===== src/design/ccr_pkg.sv =====
// Package: constants and types of the configuration cycle router.
// Assumes the processor I/O port delivers doubleword-aligned addresses.
package ccr_pkg;

    localparam logic [15:0] IO_SEL_ADDR   = 16'h0cf8;
    localparam logic [15:0] IO_WIN_ADDR   = 16'h0cfc;
    localparam logic [3:0]  BE_DWORD      = 4'hf;
    localparam logic [31:0] SEL_RESET     = 32'h0000_0000;
    localparam logic [31:0] WIN_RESET     = 32'h0000_0000;
    localparam logic [31:0] SEL_WR_MASK   = 32'h80ff_fffc;
    localparam logic [31:0] UNCLAIMED     = 32'hffff_ffff;
    localparam int          EN_BIT        = 31;
    localparam int          BUS_HI        = 23;
    localparam int          BUS_LO        = 16;
    localparam int          DEV_HI        = 15;
    localparam int          DEV_LO        = 11;
    localparam int          FN_HI         = 10;
    localparam int          FN_LO         = 8;
    localparam int          REG_HI        = 7;
    localparam int          REG_LO        = 2;
    localparam int          IDSEL_BASE    = 16;
    localparam logic [4:0]  IDSEL_MAX_DEV = 5'h0f;
    localparam logic [4:0]  INT_MAX_DEV   = 5'h02;
    localparam logic [1:0]  CFG_T0_CODE   = 2'h0;
    localparam logic [1:0]  CFG_T1_CODE   = 2'h1;

    typedef enum logic [1:0] {
        LK_IO   = 2'h0,
        LK_CFG0 = 2'h1,
        LK_CFG1 = 2'h2
    } ccr_kind_type;

    typedef enum logic [2:0] {
        RT_INT  = 3'h0,
        RT_IGN  = 3'h1,
        RT_HL0  = 3'h2,
        RT_HL1  = 3'h3,
        RT_GFX0 = 3'h4,
        RT_GFX1 = 3'h5
    } ccr_route_type;

    typedef enum logic [3:0] {
        ST_IDLE     = 4'b0001,
        ST_WAIT_HL  = 4'b0010,
        ST_WAIT_GFX = 4'b0100,
        ST_WAIT_INT = 4'b1000
    } ccr_state_type;

    typedef struct packed {
        logic        valid;
        logic        wr;
        logic [15:0] addr;
        logic [3:0]  be;
        logic [31:0] wdata;
    } ccr_io_req_type;

    typedef struct packed {
        logic         req;
        logic         wr;
        ccr_kind_type kind;
        logic [31:0]  addr;
        logic [3:0]   be;
        logic [31:0]  wdata;
    } ccr_link_req_type;

    typedef struct packed {
        logic        done;
        logic        mabort;
        logic [31:0] rdata;
    } ccr_link_rsp_type;

endpackage : ccr_pkg


===== src/design/ccr_route_dec.sv =====
// Route decoder: picks the path of a configuration access and builds
// the downstream address words. Purely combinational.
// Assumes bridge bus numbers are stable while an access is decoded.
`timescale 1ns/100ps
`default_nettype none
module ccr_route_dec
    import ccr_pkg::*;
(
    // Selector and bridge numbers
    input  wire logic [31:0]   i_sel,
    input  wire logic [7:0]    i_sec_bus,
    input  wire logic [7:0]    i_sub_bus,
    // Decode results
    output ccr_pkg::ccr_route_type o_route,
    output logic [31:0]        o_gfx_addr,
    output logic [31:0]        o_hl_addr
);
    logic [7:0] bus;
    logic [4:0] dev;
    logic [2:0] fn;
    logic [5:0] regn;

    always_comb begin
        bus  = i_sel[BUS_HI:BUS_LO];
        dev  = i_sel[DEV_HI:DEV_LO];
        fn   = i_sel[FN_HI:FN_LO];
        regn = i_sel[REG_HI:REG_LO];
        if (bus == 8'h00) begin
            if (dev <= INT_MAX_DEV) begin
                o_route = (fn == 3'h0) ? RT_INT : RT_IGN;
            end else begin
                o_route = RT_HL0;
            end
        end else if (bus == i_sec_bus) begin
            o_route = RT_GFX0;
        end else if (bus > i_sec_bus && bus <= i_sub_bus) begin
            o_route = RT_GFX1;
        end else begin
            o_route = RT_HL1;
        end
        o_gfx_addr = 32'h0000_0000;
        if (o_route == RT_GFX0) begin
            // one-hot select, none above device 15
            if (dev <= IDSEL_MAX_DEV) begin
                o_gfx_addr[IDSEL_BASE + 32'(dev[3:0])] = 1'b1;
            end
            o_gfx_addr[1:0] = CFG_T0_CODE;
        end else begin
            o_gfx_addr[BUS_HI:BUS_LO] = bus;
            o_gfx_addr[DEV_HI:DEV_LO] = dev;
            o_gfx_addr[1:0] = CFG_T1_CODE;
        end
        o_gfx_addr[FN_HI:FN_LO]   = fn;
        o_gfx_addr[REG_HI:REG_LO] = regn;
        o_hl_addr = {8'h00, bus, dev, fn, regn,
                     (o_route == RT_HL1) ? CFG_T1_CODE : CFG_T0_CODE};
    end

endmodule : ccr_route_dec
`default_nettype wire


===== src/design/ccr_router.sv =====
// Configuration cycle router: selector and data window on the processor
// I/O port, routing to internal devices, hub link or graphics bus.
// Assumes one I/O request at a time; a request is offered only while
// o_io_busy is low, and each downstream agent answers with done.
`timescale 1ns/100ps
`default_nettype none
module ccr_router
    import ccr_pkg::*;
(
    // Clock and reset
    input  wire logic                      i_mclk,
    input  wire logic                      i_rst_b,
    // Processor I/O port
    input  wire ccr_pkg::ccr_io_req_type   i_io,
    output logic                           o_io_busy,
    output logic                           o_io_ack,
    output logic [31:0]                    o_io_rdata,
    // Bridge bus numbers
    input  wire logic [7:0]                i_sec_bus,
    input  wire logic [7:0]                i_sub_bus,
    // Hub link
    output ccr_pkg::ccr_link_req_type      o_hl,
    input  wire ccr_pkg::ccr_link_rsp_type i_hl,
    // Graphics bus
    output ccr_pkg::ccr_link_req_type      o_gfx,
    input  wire ccr_pkg::ccr_link_rsp_type i_gfx,
    output logic                           o_gfx_mabort_set,
    // Internal devices
    output ccr_pkg::ccr_link_req_type      o_int,
    input  wire ccr_pkg::ccr_link_rsp_type i_int,
    // Register views
    output logic [31:0]                    o_sel,
    output logic [31:0]                    o_window_value
);
    ccr_state_type  state_r;
    ccr_state_type  state_nxt;
    logic [31:0]    sel_r;
    logic [31:0]    win_r;
    ccr_route_type  route;
    logic [31:0]    gfx_addr;
    logic [31:0]    hl_addr;
    logic           take;
    logic           is_sel;
    logic           is_win;
    logic           sel_dw;
    logic           cfg_go;
    logic           fin;
    logic [31:0]    fin_data;
    logic           window_enable_bit;

    ccr_route_dec u_dec (
        .i_sel      (sel_r),
        .i_sec_bus  (i_sec_bus),
        .i_sub_bus  (i_sub_bus),
        .o_route    (route),
        .o_gfx_addr (gfx_addr),
        .o_hl_addr  (hl_addr)
    );

    assign window_enable_bit = sel_r[EN_BIT];
    assign take   = i_io.valid && (state_r == ST_IDLE);
    assign is_sel = i_io.addr == IO_SEL_ADDR;
    assign is_win = i_io.addr == IO_WIN_ADDR;
    assign sel_dw = is_sel && (i_io.be == BE_DWORD);
    assign cfg_go = is_win && window_enable_bit;

    always_comb begin
        state_nxt = state_r;
        fin       = 1'b0;
        fin_data  = UNCLAIMED;
        case (state_r)
            ST_IDLE: begin
                if (take && !sel_dw) begin
                    if (!cfg_go) begin
                        state_nxt = ST_WAIT_HL;
                    end else if (route == RT_INT) begin
                        state_nxt = ST_WAIT_INT;
                    end else if (route == RT_GFX0 || route == RT_GFX1) begin
                        state_nxt = ST_WAIT_GFX;
                    end else if (route == RT_HL0 || route == RT_HL1) begin
                        state_nxt = ST_WAIT_HL;
                    end
                end
            end
            ST_WAIT_HL: begin
                fin      = i_hl.done;
                fin_data = i_hl.rdata;
            end
            ST_WAIT_GFX: begin
                fin      = i_gfx.done;
                fin_data = i_gfx.mabort ? UNCLAIMED : i_gfx.rdata;
            end
            ST_WAIT_INT: begin
                fin      = i_int.done;
                fin_data = i_int.rdata;
            end
            default: begin
                state_nxt = ST_IDLE;
            end
        endcase
        if (fin) begin
            state_nxt = ST_IDLE;
        end
    end

    always_ff @(posedge i_mclk or negedge i_rst_b) begin
        if (!i_rst_b) begin
            state_r <= ST_IDLE;
        end else begin
            state_r <= state_nxt;
        end
    end

    // selector capture, reserved bits forced zero
    always_ff @(posedge i_mclk or negedge i_rst_b) begin
        if (!i_rst_b) begin
            sel_r <= SEL_RESET;
        end else if (take && sel_dw && i_io.wr) begin
            sel_r <= i_io.wdata & SEL_WR_MASK;
        end
    end

    // window holds last configuration data moved
    always_ff @(posedge i_mclk or negedge i_rst_b) begin
        if (!i_rst_b) begin
            win_r <= WIN_RESET;
        end else if (take && cfg_go && route == RT_IGN && !i_io.wr) begin
            win_r <= UNCLAIMED;
        end else if (take && cfg_go && i_io.wr) begin
            win_r <= i_io.wdata;
        end else if (fin && !o_hl.req && !o_gfx.req && !o_int.req) begin
            win_r <= win_r;
        end else if (fin && (o_gfx.req || o_int.req || o_hl.kind != LK_IO)
                     && !i_io_wr_pending()) begin
            win_r <= fin_data;
        end
    end

    function automatic logic i_io_wr_pending();
        return o_hl.req ? o_hl.wr : (o_gfx.req ? o_gfx.wr : o_int.wr);
    endfunction : i_io_wr_pending

    // Hub link request: plain I/O or configuration
    always_ff @(posedge i_mclk or negedge i_rst_b) begin
        if (!i_rst_b) begin
            o_hl <= '0;
        end else if (take && !sel_dw && !cfg_go) begin
            o_hl <= '{req: 1'b1, wr: i_io.wr, kind: LK_IO,
                      addr: {16'h0000, i_io.addr}, be: i_io.be,
                      wdata: i_io.wdata};
        end else if (take && cfg_go
                     && (route == RT_HL0 || route == RT_HL1)) begin
            o_hl <= '{req: 1'b1, wr: i_io.wr,
                      kind: (route == RT_HL1) ? LK_CFG1 : LK_CFG0,
                      addr: hl_addr, be: i_io.be, wdata: i_io.wdata};
        end else if (state_r == ST_WAIT_HL && i_hl.done) begin
            o_hl.req <= 1'b0;
        end
    end

    // Graphics bus request
    always_ff @(posedge i_mclk or negedge i_rst_b) begin
        if (!i_rst_b) begin
            o_gfx <= '0;
        end else if (take && cfg_go
                     && (route == RT_GFX0 || route == RT_GFX1)) begin
            o_gfx <= '{req: 1'b1, wr: i_io.wr,
                       kind: (route == RT_GFX1) ? LK_CFG1 : LK_CFG0,
                       addr: gfx_addr, be: i_io.be, wdata: i_io.wdata};
        end else if (state_r == ST_WAIT_GFX && i_gfx.done) begin
            o_gfx.req <= 1'b0;
        end
    end

    always_ff @(posedge i_mclk or negedge i_rst_b) begin
        if (!i_rst_b) begin
            o_gfx_mabort_set <= 1'b0;
        end else begin
            o_gfx_mabort_set <= state_r == ST_WAIT_GFX && i_gfx.done
                                && i_gfx.mabort;
        end
    end

    // internal request, kept off the hub link
    always_ff @(posedge i_mclk or negedge i_rst_b) begin
        if (!i_rst_b) begin
            o_int <= '0;
        end else if (take && cfg_go && route == RT_INT) begin
            o_int <= '{req: 1'b1, wr: i_io.wr, kind: LK_CFG0,
                       addr: hl_addr, be: i_io.be, wdata: i_io.wdata};
        end else if (state_r == ST_WAIT_INT && i_int.done) begin
            o_int.req <= 1'b0;
        end
    end

    // Answer to the processor
    always_ff @(posedge i_mclk or negedge i_rst_b) begin
        if (!i_rst_b) begin
            o_io_ack   <= 1'b0;
            o_io_rdata <= 32'h0000_0000;
        end else if (take && sel_dw) begin
            o_io_ack   <= 1'b1;
            o_io_rdata <= i_io.wr ? 32'h0000_0000 : sel_r;
        end else if (take && cfg_go && route == RT_IGN) begin
            o_io_ack   <= 1'b1;
            o_io_rdata <= i_io.wr ? 32'h0000_0000 : UNCLAIMED;
        end else if (fin) begin
            o_io_ack   <= 1'b1;
            o_io_rdata <= i_io_wr_pending() ? 32'h0000_0000 : fin_data;
        end else begin
            o_io_ack   <= 1'b0;
        end
    end

    always_ff @(posedge i_mclk or negedge i_rst_b) begin
        if (!i_rst_b) begin
            o_io_busy      <= 1'b0;
            o_sel          <= SEL_RESET;
            o_window_value <= WIN_RESET;
        end else begin
            o_io_busy      <= state_nxt != ST_IDLE
                              || (take && (sel_dw || route == RT_IGN));
            o_sel          <= sel_r;
            o_window_value <= win_r;
        end
    end

    // Checks
    // reserved bits zero
    chk_sel_reserved: assert property (@(posedge i_mclk) disable iff (!i_rst_b)
        sel_r[30:24] == 7'h00 && sel_r[1:0] == 2'h0)
        else $error("selector reserved bits not zero");

    chk_sel_capture: assert property (@(posedge i_mclk) disable iff (!i_rst_b)
        take && sel_dw && i_io.wr
        |=> sel_r == ($past(i_io.wdata) & SEL_WR_MASK))
        else $error("selector not captured on doubleword write");

    // partial write leaves selector and goes out as I/O
    chk_partial_pass: assert property (@(posedge i_mclk) disable iff (!i_rst_b)
        take && is_sel && !sel_dw |=> $stable(sel_r) && o_hl.req
        && o_hl.kind == LK_IO)
        else $error("partial selector access not passed through");

    // disabled window goes out as I/O
    chk_window_off: assert property (@(posedge i_mclk) disable iff (!i_rst_b)
        take && is_win && !window_enable_bit |=> o_hl.req && o_hl.kind == LK_IO
        && !o_gfx.req && !o_int.req)
        else $error("disabled window access not passed as I/O");

    chk_int_private: assert property (@(posedge i_mclk) disable iff (!i_rst_b)
        take && cfg_go && route == RT_INT |=> o_int.req && !o_hl.req
        ##1 !o_hl.req)
        else $error("internal access leaked to hub link");

    // one select line for devices 0 to 15
    chk_idsel_onehot: assert property (@(posedge i_mclk) disable iff (!i_rst_b)
        o_gfx.req && o_gfx.kind == LK_CFG0
        && $past(sel_r[DEV_HI]) == 1'b0 |-> $onehot(o_gfx.addr[31:16]))
        else $error("device select not one-hot");

    chk_idsel_none: assert property (@(posedge i_mclk) disable iff (!i_rst_b)
        take && cfg_go && route == RT_GFX0 && sel_r[DEV_HI]
        |=> o_gfx.addr[31:16] == 16'h0000)
        else $error("select driven for device above 15");

    // ignored access answered next cycle with no request
    chk_fn_ignore: assert property (@(posedge i_mclk) disable iff (!i_rst_b)
        take && cfg_go && route == RT_IGN |=> o_io_ack && !o_int.req
        && !o_hl.req && !o_gfx.req)
        else $error("non-zero function access to internal device not ignored");

    // hub-link cycle carries function and register
    chk_hl_fields: assert property (@(posedge i_mclk) disable iff (!i_rst_b)
        take && cfg_go && (route == RT_HL0 || route == RT_HL1)
        |=> o_hl.req
        && o_hl.addr[FN_HI:REG_LO] == $past(sel_r[FN_HI:REG_LO]))
        else $error("hub-link configuration fields wrong");

    // device field copied on graphics Type 1
    chk_gfx_type1: assert property (@(posedge i_mclk) disable iff (!i_rst_b)
        take && cfg_go && route == RT_GFX1 |=> o_gfx.req
        && o_gfx.kind == LK_CFG1
        && o_gfx.addr[DEV_HI:DEV_LO] == $past(sel_r[DEV_HI:DEV_LO]))
        else $error("graphics Type 1 device field wrong");

    chk_abort_record: assert property (@(posedge i_mclk) disable iff (!i_rst_b)
        state_r == ST_WAIT_GFX && i_gfx.done && i_gfx.mabort
        |=> o_gfx_mabort_set)
        else $error("master abort not recorded");

    cov_partial_pass: cover property (@(posedge i_mclk) disable iff (!i_rst_b)
        take && is_sel && !sel_dw ##1 o_hl.req);
    cov_gfx_type1: cover property (@(posedge i_mclk) disable iff (!i_rst_b)
        o_gfx.req && o_gfx.kind == LK_CFG1 ##[1:20] o_io_ack);
    cov_hl_type1: cover property (@(posedge i_mclk) disable iff (!i_rst_b)
        o_hl.req && o_hl.kind == LK_CFG1);
    cov_int_done: cover property (@(posedge i_mclk) disable iff (!i_rst_b)
        o_int.req ##[1:20] o_io_ack);

endmodule : ccr_router
`default_nettype wire


===== config.mk =====
export PLATFORM = sky130hd
export DESIGN_NAME = ccr_router
export DESIGN_NICKNAME = d
export VERILOG_FILES = /design/src/design/ccr_pkg.sv /design/src/design/ccr_route_dec.sv /design/src/design/ccr_router.sv
export SDC_FILE = /design/constraint.sdc
export NUM_CORES = 1
export LEC_CHECK = 0
export BUFFER_PORTS_ARGS = -buffer_cell sky130_fd_sc_hd__buf_2
export CAP_MARGIN = 20
export CORE_ASPECT_RATIO = 0.7
export CORE_UTILIZATION = 45
export CTS_CLUSTER_SIZE = 30
export DETAILED_ROUTE_END_ITERATION = 12
export GPL_ROUTABILITY_DRIVEN = 0
export MAX_ROUTING_LAYER = met4
export PLACE_DENSITY = 0.72
export SLEW_MARGIN = 20
export SYNTH_ARGS = -nofsm -noshare
export SYNTH_HDL_FRONTEND = slang
export SYNTH_SLANG_ARGS = --single-unit

===== constraint.sdc =====
create_clock -name i_mclk -period 3.9 [get_ports i_mclk]
set_clock_uncertainty 0.2 [all_clocks]
set_input_delay 0.78 -clock i_mclk [delete_from_list [all_inputs] [get_ports i_mclk]]
set_output_delay 0.78 -clock i_mclk [all_outputs]
set_load 0.01 [all_outputs]

* Word level (Yosys, flattened, before mapping)
Index checks and enable logic that the tools add are counted.
** Cells by class
- Add/sub/neg operators :: 1
- Multiply operators :: 0
- Divide/modulo/power cells :: 0
- $lt $le $gt $ge :: 6
- Equality and inequality tests :: 15
- Shift-type cells :: 0
- Multiplexer cells :: 47
- Bitwise gates (word level) :: 0
- Reduce and logical (&&, ||, !) cells :: 51
** Operators by type and width (number)
- 32-bit two-way mux :: 12
- 32-bit one-hot mux with 3 select lines :: 1
- 72-bit two-way mux :: 1
- 71-bit two-way mux :: 1
- 16-bit by 12-bit == test with 1-bit output (second input constant) :: 2
- 32-bit by 1-bit greater-or-equal comparator with 1-bit output (second input constant) :: 1
- 32-bit by 6-bit < comparator with 1-bit output (second input constant) :: 1
- 1-bit logical AND :: 26
- 4-bit two-way mux :: 6
- 1-bit two-way mux :: 15
- 13-bit two-way mux :: 1
- 3-bit two-way mux :: 4
- 3-bit nonzero test :: 3
- 4-bit == test (second input constant) :: 2
- 8-bit == test :: 1
- 8-bit greater-than comparator :: 1
- 8-bit less-or-equal comparator :: 1
- 8-bit logical NOT :: 1
- 8-bit two-way mux :: 1
- 4-bit one-hot mux with 2 select lines :: 1
- 2-bit nonzero test :: 4
- 1-bit logical NOT :: 7
- 5-bit by 4-bit adder with 6-bit output (first input constant) :: 1
- 3-bit by 2-bit == test with 1-bit output (second input constant) :: 2
- other kinds (16) :: 24
** Storage, ports and cells
- Register bits :: 356
- Latch bits :: 0
- RAM bits :: 0
- Memory bits (read-only) :: 0
- Input bits :: 174
- Word-level logic and storage cells :: 147
- Memories :: 0

* Logic depth before layout (Yosys ltp)
Gate-level depths: netlist of the first run.
- Word-level depth :: 16
- Depth in mapped cells :: 11

* By module
From an unflattened synthesis of the first run, not the netlist that was laid out.
** Unflattened totals
- Cells, all modules :: 1212
- Area total of the unflattened synthesis :: 15857.7 um^2
** By module, submodules not included
- ccr_router :: times used 1, cells each 1058, area an instance 14796.7 um^2, seq. area each 9110.0 um^2
- ccr_route_dec :: times used 1, cells each 154, area an instance 1061.0 um^2, seq. area each 0.0 um^2

* Least setup slack after synthesis of the first run
OpenSTA, ideal clock, no wires.
- Path kind :: input port to flip-flop
- Start :: input port i_sec_bus[1]
- End :: register o_hl[47] (netlist bit)
- Setup time :: 0.125 ns
- Arrival :: 2.989 ns
- Required time :: 3.575 ns
- Path slack :: 0.586 ns
- Stages :: 10
- Path buffers :: 1
- Path through :: inv_1 > ha_1 > nor2b_1 > o211ai_1 > a21o_1 > a211oi_2 > o22ai_1 > o31ai_4 > buf_6 > mux2_2
** Between the ends
- Word-level cells in the longest chain between the ends :: 9
- Elaborated cells between the ends (all ways) :: 11
- Those cells by class :: 1 x order compare; 3 x eq/ne; 3 x mux; 4 x reduce/logical
** RTL lines
- start, declared :: line ccr_router.sv:19 : input wire logic [7:0] i_sec_bus,
- 8-bit greater-than comparator :: line ccr_route_dec.sv:36 : end else if (bus > i_sec_bus && bus <= i_sub_bus) begin
- 1-bit logical AND :: line ccr_route_dec.sv:36
- 3-bit two-way mux :: line ccr_route_dec.sv:36
- 3-bit two-way mux * :: line ccr_route_dec.sv:34 : end else if (bus == i_sec_bus) begin
- 3-bit two-way mux * :: line ccr_route_dec.sv:28 : if (bus == 8'h00) begin
- 3-bit by 2-bit == test with 1-bit output :: line ccr_router.sv:152 : && (route == RT_HL0 || route == RT_HL1)) begin
- 1-bit logical OR * :: line ccr_router.sv:152
- 1-bit logical AND * :: line ccr_router.sv:152
- 2-bit nonzero test (no line) *
- end signal, assigned :: line ccr_router.sv:148 : o_hl <= '{req: 1'b1, wr: i_io.wr, kind: LK_IO,
- end signal, assigned :: line ccr_router.sv:153 : o_hl <= '{req: 1'b1, wr: i_io.wr,
- end, declared :: line ccr_router.sv:22 : output ccr_pkg::ccr_link_req_type o_hl,
Mark *: on every way between the ends. The rest lies on a longest branch, timed or not.
A chain may end at the register's enable or synchronous reset.

* Final worst setup path of the first run
- Start :: register sel_r[16]
- End :: register o_hl[19] (netlist bit)
** Between the ends
- Word-level cells in the longest chain between the ends :: 9
- Elaborated cells between the ends (all ways) :: 13
- Those cells by class :: 2 x order compare; 3 x eq/ne; 3 x mux; 5 x reduce/logical
** RTL lines
- start, declared :: line ccr_router.sv:37 : logic [31:0] sel_r;
- start signal, assigned :: line ccr_router.sv:119 : sel_r <= i_io.wdata & SEL_WR_MASK;
- 8-bit greater-than comparator or 8-bit less-or-equal comparator (tied branches) :: line ccr_route_dec.sv:36
- 1-bit logical AND :: line ccr_route_dec.sv:36
- 3-bit two-way mux :: line ccr_route_dec.sv:36
- 3-bit two-way mux :: line ccr_route_dec.sv:34
- 3-bit two-way mux * :: line ccr_route_dec.sv:28
- 3-bit by 2-bit == test with 1-bit output :: line ccr_router.sv:152
- 1-bit logical OR * :: line ccr_router.sv:152
- 1-bit logical AND * :: line ccr_router.sv:152
- 2-bit nonzero test (no line) *
Marked as above.

==> qor.csv, run 1 <==
stage,metric,value,unit
status,status,completed,
route,Vias/cell,5.52,
sta,hold slack,0.0506,ns
worst_hold_path,Hold/Removal Path Class,input port to async pin,
clock_network,post-CTS resize count,0,
route,Final ANT Viol Nets,0,
global_route,total grt overflow,0,
layout,Final Util,0.581,
power,power per cell area,543,nW/µm²
worst_setup_path,Critical R2R Capture,o_hl[19],
logic_synthesis,Cells after Synth,1259,
clock_network,CTS tree,yes,
clock_network,Num CTS Buffers,35,
global_route,initial antenna violation count,2,
clock_network,CTS max path bufs,3,
clock_network,# hold bufs at CTS,0,
route,vias,12000,
clock_network,Post-CTS Setup Inserts,0,
layout,Reg area,8660,µm²
worst_setup_path,CP Max Fanout,20,
global_route,first-pass GRT wire length,73100,µm
power,Leak,10.0,nW
placed_design,post-DP HPWL,36600,µm
logic_synthesis,async set-reset flop share out of synthesis,1.00,
layout,layout cell share with drive strength beyond 1,0.403,
logic_synthesis,Main synth FF type,dfrtp_1,
floorplanning,Ports,489,
logic_synthesis,register bit count reported by yosys,346,
global_route,total track usage,0.300,
sta,final setup TNS,0,ns
worst_setup_path,Critical Path AT,3.58,ns
floorplanning,die width,219,µm
placed_design,pre-CTS setup slack,0.264,ns
layout,fill count,2726,
clock_network,Sink Count,346,
sta,Max Slew Vio Count,0,
floorplanning,die height,154,µm
sta,crit path time final,3.38,ns
worst_setup_path,CP endpoint kind,flop,
route,DRT Wirelength,49800,µm
logic_synthesis,post-synthesis sequential area ratio,0.584,
worst_setup_path,Worst Reg-to-Reg Cells,10,
sta,Setup WS post-layout,0.517,ns
sta,final hold violation count,0,
route,Detailed Routing Iterations Pass 1,5,
sta,Tcrit/Tclk final,0.868,
layout,"Area growth, synth to finish",26.6,%
sta,Tightest Pin Transition,0.851,ns
floorplanning,DIE AREA,33700,µm²
clock_network,root buffer cell,clkbuf_16,
power,VDD IR-drop max,0.433,mV
global_route,largest net degree at the start of global routing,85,
route,Remaining DRCs,0,
clock_network,"CTS clk-pin slew, worst paths",0.06,ns
worst_setup_path,R2R setup slack,0.52,ns
logic_synthesis,"EDFF count, synth",0,
sta,Slew headroom,0.433,
route,Starting DRT DRC Count,870,
layout,nets,1908,
sta,final setup fails,0,
placed_design,PortBufs,458,
worst_setup_path,Worst Setup Start Kind,flop,
worst_setup_path,R2R Path Start,sel_r[16],
logic_synthesis,Ys Warns,0,
logic_synthesis,library cells used by synthesis,64,
global_route,vias in the first global route,11600,
clock_network,clock latency at the later pin of the worst-skew pair,0.53,ns
floorplanning,initial core utilization,0.459,
worst_setup_path,WS Path Type,flop to flop,
sta,RSZ-0062 raised after global routing,false,
route,routed len/inst,22.9,µm
floorplanning,core footprint,32300,µm²
worst_setup_path,worst path required time,4.09,ns
logic_synthesis,"Cell Area, Synth",14800,µm²
clock_network,H-tree levels,2,
sta,fmax,296,MHz
logic_synthesis,cell taking the most area after synthesis,dfrtp_1,
floorplanning,standard-cell rows,55,
logic_synthesis,Yosys top cell area share,0.582,
run,Max Cap Violations,0,
logic_synthesis,syn_area_per_cell,11.8,µm²
layout,Multi-input gate area,5610,µm²
logic_synthesis,Synth area leaders,"dfrtp_1, mux2_2, mux2_1, a21oi_1, nand2_1",
final cells by class:
cell class              count  share of cell area
inverters                  28             0.00559
well taps                 427              0.0284
multi-input cells         803               0.299
flip-flops and latches    346               0.461
clock buffers              49              0.0531
repair buffers            504               0.146
diodes                      3            0.000400
clock inverters            13             0.00733
stage by stage:
step | area, µm² | power, W | cells
final | 18800 | 0.0102 | 2173
after global routing | 18800 | 0.0106 | 2171
after CTS | 18800 | 0.0103 | 2170
after detailed placement | 17600 | 0.00689 | 2108
after global placement | 17600 | 0.00681 | 2108
after floorplan | 14900 | 0.00575 | 1286
cells in the mapped netlist, types with 24 or more instances:
library cell and n:
o21ai_0 77, o211ai_1 49, mux2_2 114, nor2_1 53, nand2_1 123, o22a_1 24
clkbuf_1 35, buf_4 39, dfrtp_1 345, a21oi_1 104, nand3_1 32, inv_1 27
mux2_1 55
sequential cells by signal, indices dropped and copies added (netlist names):
signal            cells
o_int                62
sel_r                23
state_r               4
win_r                32
o_io_rdata           32
o_sel                23
o_io_busy             1
o_io_ack              1
o_gfx                71
o_gfx_mabort_set      1
o_window_value       32
o_hl                 64
worst max-delay path, cell delays in order, from the launching register on:
cell	delay (ns)
dfrtp_1	0.65
inv_1	0.14
ha_1	0.30
nand4_1	0.12
nor2_1	0.26
a21oi_1	0.16
inv_1	0.16
o22ai_1	0.16
o31ai_4	0.33
buf_4	0.39
mux2_2	0.39
where the power goes:
group / switching, W / leakage [nW] / internal, W
Clock: 0.00143 / 0.565 / 0.00194
Sequential: 0.000274 / 4.65 / 0.00406
Combinational: 0.00145 / 4.84 / 0.00105
Total: 0.00315 / 10.0 / 0.00704
placed cells by master (no fill, tap or decap), types with 6 or more instances in the layout:
cell type / instances
a21o_1: 6
a21oi_1: 104
a22oi_1: 8
and3_1: 13
buf_12: 7
buf_2: 457
buf_4: 39
clkbuf_1: 7
clkbuf_16: 35
clkbuf_8: 7
conb_1: 28
dfrtp_1: 345
ha_1: 16
inv_1: 27
mux2_1: 55
mux2_2: 114
mux2i_1: 8
nand2_1: 123
nand3_1: 32
nand4_1: 15
nor2_1: 51
nor2b_1: 20
o211ai_1: 49
o21ai_0: 76
o22a_1: 24
cells by family after synthesis:
kind of cell,share of synthesized area
AOI/OAI and AO/OA,0.119
adders and majority gates,0.0135
buffers and inverters,0.0490
DFF,0.584
muxes,0.134
other,0.000253
and+or+nand+nor,0.101
worst max-delay path by stage:
stage | startpoint | endpoint | cells past startpoint
finish | sel_r[16] | o_hl[19] | 10
global route | sel_r[16] | o_hl[19] | 10
CTS | sel_r[16] | o_hl[19] | 10
detailed placement | i_io[36] | o_io_rdata[22] | 10
global placement | i_io[36] | o_io_rdata[23] | 10
floorplan | i_sec_bus[1] | o_hl[47] | 10
routing by layer:
layer / vias up / track usage / part of all wire
li1: 5316 / - / -
met4: 0 / 0.0827 / 0.023
met3: 70 / 0.0718 / 0.083
met5: - / - / 0
met1: 6124 / 0.418 / 0.44
met2: 493 / 0.436 / 0.46
Power figures use the tool's default switching activity.
==> inputs of run 2 (changes only) <==
--- a/config.mk
+++ b/config.mk
@@ -6,14 +6,12 @@
 export NUM_CORES = 1
 export LEC_CHECK = 0
 export BUFFER_PORTS_ARGS = -buffer_cell sky130_fd_sc_hd__buf_2
-export CAP_MARGIN = 20
 export CORE_ASPECT_RATIO = 0.7
-export CORE_UTILIZATION = 45
+export CORE_UTILIZATION = 33
 export CTS_CLUSTER_SIZE = 30
 export DETAILED_ROUTE_END_ITERATION = 12
 export GPL_ROUTABILITY_DRIVEN = 0
 export MAX_ROUTING_LAYER = met4
-export PLACE_DENSITY = 0.72
 export SLEW_MARGIN = 20
 export SYNTH_ARGS = -nofsm -noshare
 export SYNTH_HDL_FRONTEND = slang
==> qor.csv, run 2 (synthesis results as in run 1) <==
stage,metric,value,unit,change
layout,nets,1916,,+0.42%
power,VDD IR-drop max,0.307,mV,-29%
floorplanning,DIE AREA,45800,µm²,+36%
layout,"commonest non-fill, non-tap cell in the layout",buf_2,,
sta,RSZ-0062 raised after global routing,false,,
sta,fmax,304,MHz,+2.8%
layout,post-route cell area,19200,µm²,+2.0%
run,Max Cap Violations,0,,unchanged
worst_setup_path,CP endpoint kind,flop,,
route,DRT Wirelength,52700,µm,+5.7%
worst_setup_path,Critical Path AT,3.51,ns,-0.07 ns
worst_setup_path,CP Max Fanout,34,,+70%
layout,most frequent cells in the layout,"buf_2, dfrtp_1, nand2_1",,
placed_design,DP Area,17900,µm²,+1.4%
power,power per cell area,550,nW/µm²,+1.4%
layout,Reg area,8660,µm²,unchanged
worst_setup_path,R2R setup slack,0.61,ns,+0.09 ns
layout,top flop regs,"o_gfx (71), o_hl (64), o_int (62)",,
clock_network,CTS max path bufs,3,,unchanged
layout,Largest Register,o_gfx,,
sta,final setup fails,0,,unchanged
clock_network,"CTS clk-pin slew, worst paths",0.06,ns,about the same
route,Detailed Routing Iterations Pass 1,5,,unchanged
global_route,total track usage,0.230,,-0.0700
status,status,completed,,
route,Starting DRT DRC Count,736,,-15%
worst_setup_path,worst path required time,4.12,ns,+0.03 ns
sta,crit path time final,3.29,ns,-0.0936 ns
route,Final ANT Viol Nets,0,,unchanged
worst_setup_path,R2R Path Start,sel_r[21],,
sta,final setup TNS,0,ns,unchanged
sta,Slew headroom,0.448,,+0.0155
floorplanning,initial core utilization,0.337,,-0.122
global_route,largest net degree at the start of global routing,99,,+16%
power,Leak,10.1,nW,+0.78%
clock_network,# hold bufs at CTS,0,,unchanged
route,Vias/cell,5.07,,-8.2%
global_route,initial antenna violation count,3,,+1
sta,Tcrit/Tclk final,0.844,,-0.0240
global_route,vias in the first global route,11600,,+0.017%
floorplanning,die height,179,µm,+17%
route,vias,11900,,-0.71%
route,Remaining DRCs,0,,unchanged
layout,max reg flops,71,,unchanged
route,routed len/inst,22.4,µm,-2.3%
worst_setup_path,worst setup path start,sel_r[21],,
clock_network,Num CTS Buffers,38,,+8.6%
placed_design,post-DP HPWL,38600,µm,+5.5%
sta,Tightest Pin Transition,0.826,ns,-0.0252 ns
sta,Max Slew Vio Count,0,,unchanged
placed_design,PortBufs,458,,unchanged
global_route,first-pass GRT wire length,76100,µm,+4.1%
floorplanning,standard-cell rows,64,,+16%
worst_setup_path,Worst Reg-to-Reg Cells,9,,-1
clock_network,H-tree levels,2,,unchanged
clock_network,CTS tree,yes,,
clock_network,Post-CTS Setup Inserts,0,,unchanged
clock_network,Sink Count,346,,unchanged
clock_network,clock latency at the later pin of the worst-skew pair,0.54,ns,about the same
sta,Setup WS post-layout,0.610,ns,+0.0936 ns
layout,Multi-input gate area,5610,µm²,unchanged
floorplanning,core footprint,44000,µm²,+36%
layout,"Area growth, synth to finish",29.1,%,
worst_hold_path,Hold/Removal Path Class,input port to async pin,,
worst_setup_path,Critical R2R Capture,o_hl[1],,
worst_setup_path,WS Path Type,flop to flop,,
layout,layout cell share with drive strength beyond 1,0.405,,+0.00204
sta,hold slack,0.0625,ns,+0.0120 ns
global_route,total grt overflow,0,,unchanged
placed_design,pre-CTS setup slack,0.356,ns,+0.0915 ns
worst_setup_path,Worst Setup Start Kind,flop,,
floorplanning,Ports,489,,unchanged
power,overall power,0.0105,W,+3.4%
layout,fill count,4229,,+55%
clock_network,root buffer cell,clkbuf_16,,
floorplanning,die width,255,µm,+17%
sta,final hold violation count,0,,unchanged
clock_network,post-CTS resize count,0,,unchanged
worst_setup_path,Critical Path Sink,o_hl[1],,
==> run 2: cell count changes in the layout (fill, tap and decap cells not counted) <==
cell	change
bufinv_16	+1
buf_4	+5
diode_2	-1
clkinv_2	-1
clkinv_8	+1
inv_6	-3
clkinvlp_4	+1
clkbuf_1	+3
clkbuf_8	+1
clkbuf_16	+3
==> run 2: worst max-delay path: stages (launching register included) <==
cell     delay [ns]
dfrtp_1        0.59
ha_1           0.41
nand4_1        0.19
nor2_1         0.29
a21oi_1        0.15
inv_1          0.15
o22ai_1        0.14
o31ai_4        0.37
buf_12         0.27
mux2_2         0.37
==> run 2: how the worst min path moves through the flow <==
stage,end,slack [ns],depth (start not counted)
global route,o_int[29],0.13,1
detailed placement,o_window_value[6],0.16,0
floorplan,o_sel[14],0.15,0
finish,o_hl[28],0.06,1
global placement,o_window_value[6],0.16,0
CTS,o_hl[28],0.11,1
==> run 2: through the flow <==
step / instances / util
detailed placement: 2280 / 0.406
finish: 2350 / 0.435
floorplan: 1286 / -
global route: 2350 / 0.435
global placement: 2280 / 0.406
CTS: 2348 / 0.435
==> run 2: layer usage <==
layer | share of wire | routed length, µm | GRT usage
met1 | 0.47 | 24700 | 0.321
met2 | 0.45 | 23600 | 0.339
met3 | 0.061 | 3190 | 0.0487
met4 | 0.023 | 1190 | 0.0580
met5 | 0 | 0 | -
==> run 2: area by class of cell <==
cell class,count,share of cell area
diodes,2,0.000261
multi-input cells,803,0.293
clock inverters,12,0.00836
well taps,594,0.0388
flip-flops and latches,346,0.452
repair buffers,509,0.145
inverters,28,0.00549
clock buffers,56,0.0574
==> run 2: power by group <==
part | internal (W) | leakage (nW) | switching, W
combinational | 0.00108 | 4.87 | 0.00147
sequential | 0.00406 | 4.65 | 0.000260
clock | 0.00216 | 0.616 | 0.00151
==> inputs of run 3 (changes only) <==
--- a/config.mk
+++ b/config.mk
@@ -5,6 +5,7 @@
 export SDC_FILE = /design/constraint.sdc
 export NUM_CORES = 1
 export LEC_CHECK = 0
+export ABC_AREA = 1
 export BUFFER_PORTS_ARGS = -buffer_cell sky130_fd_sc_hd__buf_2
 export CORE_ASPECT_RATIO = 0.7
 export CORE_UTILIZATION = 33
==> constraint.sdc (replaced) <==
create_clock -name i_mclk -period 3.1 [get_ports i_mclk]
set_clock_uncertainty 0.2 [all_clocks]
set_input_delay 0.62 -clock i_mclk [delete_from_list [all_inputs] [get_ports i_mclk]]
set_output_delay 0.62 -clock i_mclk [all_outputs]
set_load 0.01 [all_outputs]
==> qor.csv, run 3 <==
stage,metric,value,unit,change
global_route,initial antenna violation count,4,,+1
global_route,first-pass GRT wire length,84500,µm,+11%
clock_network,clock latency at the later pin of the worst-skew pair,0.53,ns,about the same
worst_setup_path,WS Path Type,flop to flop,,
floorplanning,die width,259,µm,+1.5%
route,Vias/cell,4.93,,-2.7%
power,Clk network pwr share,0.331,,-0.017
power,P_int,0.00862,W,+18%
worst_setup_path,worst path required time,3.29,ns,-0.83 ns
sta,final setup fails,0,,unchanged
logic_synthesis,syn_area_per_cell,8.60,µm²,-27%
power,Gate power share,0.256,,+0.014
logic_synthesis,Yosys top cell area share,0.565,,-0.0173
logic_synthesis,Cells after Synth,1779,,+41%
worst_setup_path,Critical Path AT,3.01,ns,-0.50 ns
worst_setup_path,Worst Reg-to-Reg Cells,13,,+4
layout,most frequent cells in the layout,"nand2_1, buf_2, dfrtp_1",,
placed_design,PortBufs,458,,unchanged
run,Max Cap Violations,0,,unchanged
sta,Slew headroom,0.389,,-0.0586
global_route,vias in the first global route,13500,,+17%
sta,Max Slew Vio Count,0,,unchanged
route,Starting DRT DRC Count,1232,,+67%
route,Detailed Routing Iterations Pass 1,5,,unchanged
sta,Tightest Pin Transition,0.910,ns,+0.0838 ns
sta,Tcrit/Tclk final,0.908,,+0.0641
logic_synthesis,register bit count reported by yosys,346,,unchanged
clock_network,H-tree levels,2,,unchanged
sta,fmax,355,MHz,+17%
sta,crit path time final,2.81,ns,-0.476 ns
layout,max reg flops,71,,unchanged
floorplanning,DIE AREA,47200,µm²,+3.0%
placed_design,pre-CTS setup slack,0.218,ns,-0.138 ns
layout,nets,2404,,+25%
sta,final hold violation count,0,,unchanged
worst_setup_path,R2R setup slack,0.29,ns,-0.32 ns
route,Final ANT Viol Nets,0,,unchanged
route,Remaining DRCs,0,,unchanged
sta,final setup TNS,0,ns,unchanged
layout,"Area growth, synth to finish",26.0,%,
route,routed len/inst,20.2,µm,-9.9%
sta,RSZ-0062 raised after global routing,false,,
power,overall power,0.0130,W,+23%
global_route,total track usage,0.247,,+0.0177
power,power per cell area,672,nW/µm²,+22%
worst_setup_path,Critical R2R Capture,o_gfx[16],,
logic_synthesis,Synth area leaders,"dfrtp_1, nand2_1, o21ai_0, nand3_1, nor2_1",,
logic_synthesis,async set-reset flop share out of synthesis,1.00,,unchanged
power,Leak,10.8,nW,+6.6%
layout,layout cell share with drive strength beyond 1,0.270,,-0.135
route,DRT Wirelength,57400,µm,+9.0%
status,status,completed,,
worst_setup_path,CP peak stage delay,0.53,ns,-0.06 ns
floorplanning,Ports,489,,unchanged
worst_setup_path,Critical Path Sink,o_gfx[16],,
floorplanning,standard-cell rows,65,,+1.6%
worst_setup_path,WP buf/inv,2,,unchanged
sta,Setup WS post-layout,0.286,ns,-0.324 ns
floorplanning,initial core utilization,0.337,,about the same
clock_network,root buffer cell,clkbuf_16,,
global_route,total grt overflow,0,,unchanged
global_route,largest net degree at the start of global routing,94,,-5.1%
worst_hold_path,Hold/Removal Path Class,input port to flop,,
logic_synthesis,post-synthesis sequential area ratio,0.566,,-0.0174
logic_synthesis,library cells used by synthesis,35,,-45%
logic_synthesis,"Cell Area, Synth",15300,µm²,+3.1%
power,Flop pwr share,0.413,,+0.003
logic_synthesis,"EDFF count, synth",0,,unchanged
clock_network,CTS max path bufs,3,,unchanged
floorplanning,die height,182,µm,+1.5%
worst_setup_path,CP Max Fanout,44,,+29%
logic_synthesis,Ys Warns,0,,unchanged
clock_network,CTS tree,yes,,
logic_synthesis,commonest cells in the netlist,"nand2_1, dfrtp_1, o21ai_0",,
power,VDD IR-drop max,0.379,mV,+24%
logic_synthesis,Main synth FF type,dfrtp_1,,
worst_setup_path,WP depth,13,,+4
power,P_sw,0.00434,W,+34%
logic_synthesis,cell taking the most area after synthesis,dfrtp_1,,
clock_network,post-CTS resize count,0,,unchanged
placed_design,post-DP HPWL,42100,µm,+9.2%
layout,Largest Register,o_gfx,,
worst_setup_path,CP endpoint kind,flop,,
worst_setup_path,CP most frequent cell,nand2_1,,
worst_setup_path,"critical path, cell by cell",ha_1 > nand2_1 > nor2_1 > nand4_1 > nand2_1 > nand2_1 > nand2_1 > nand2_1 > inv_2 > nand2_4 > buf_12 > nand2_1 > o21ai_0,,
logic_synthesis,most frequent cell after synthesis,nand2_1,,
layout,"commonest non-fill, non-tap cell in the layout",nand2_1,,
floorplanning,core footprint,45400,µm²,+3.0%
clock_network,Num CTS Buffers,37,,-2.6%
worst_setup_path,R2R Path Start,sel_r[23],,
worst_setup_path,worst setup path start,sel_r[23],,
layout,top flop regs,"o_gfx (71), o_hl (64), o_int (62)",,
clock_network,"CTS clk-pin slew, worst paths",0.06,ns,about the same
worst_setup_path,Critical Path Slowest Stage Cell,dfrtp_1,,
worst_setup_path,Worst Setup Start Kind,flop,,
clock_network,Sink Count,346,,unchanged
route,vias,14000,,+18%
worst_setup_path,kind of cell adding the most delay to the critical path,simple AND/OR/NAND/NOR gates,,
power,switching share of power,0.335,,+0.0270
[run 3: changes by cell type after synthesis, sizes merged, moves of 48 or more]
cell    delta
nand2    +471
mux2     -169
o21ai    +154
inv       +93
nor2      +71
nand3     +68
a21oi     -64
o211ai    -48
[run 3: stage by stage]
stage          instances   util  hold WS (ns)  cell area, µm²
3_5_place_dp        2777  0.400         0.160           18100
3_3_place_gp        2777  0.400         0.162           18100
6_report            2842  0.425         0.132           19300
4_1_cts             2839  0.425         0.110           19300
5_1_grt             2841  0.425         0.131           19300
2_1_floorplan       1806      -         0.124           15400
[run 3: kinds of logic after synthesis]
group	count (synthesis)	share of synthesized area
other	1	0.000245
flip-flops	346	0.566
AND/OR/NAND/NOR	888	0.246
adder cells (fa/ha/maj)	16	0.0131
AO/OA/AOI/OAI	280	0.0932
buffers and inverters	248	0.0813
[run 3: worst min-delay path, stage by stage]
cell and delay, ns:
buf_2 0.09, nand3_1 0.06, nand2_1 0.06
[run 3: timing repair]
action | 4_1_cts | 5_1_grt
setup buffers | 0 | 0
hold buffers | 1 | 0
endpoints found under the hold margin | 32 | 0
[run 3: final cells by class]
class                           count  area [µm²]
Antenna cell                        3        7.51
Multi-Input combinational cell   1212        5530
Timing Repair Buffer              496        2740
Clock buffer                       50        1010
Tap cell                          603         754
Clock inverter                     11         108
Fill cell                        4643       26100
Sequential cell                   346        8660
Inverter                          121         457
[run 3: power by group through the flow]
stage | registers, W | logic (W) | clock network, W
4_1_cts | 0.00535 | 0.00334 | 0.00439
3_3_place_gp | 0.00540 | 0.00327 | 0
5_1_grt | 0.00541 | 0.00368 | 0.00459
2_1_floorplan | 0.00566 | 0.00155 | 0
3_5_place_dp | 0.00542 | 0.00333 | 0
6_report | 0.00535 | 0.00332 | 0.00429
[run 3: how the worst min path moves through the flow]
stage | startpoint | end | cells past startpoint
after CTS | i_io[3] | o_hl[3] | 3
final | i_io[3] | o_hl[3] | 3
after global routing | i_io[6] | o_hl[6] | 3
after floorplan | i_rst_b | o_gfx[0] | 0
after global placement | win_r[11] | o_window_value[11] | 0
after detailed placement | win_r[0] | o_window_value[0] | 0
[run 3: layer usage]
layer	share of wire	global-route usage
met5	0	-
met4	0.030	0.0713
met3	0.079	0.0575
met2	0.46	0.381
met1	0.44	0.324
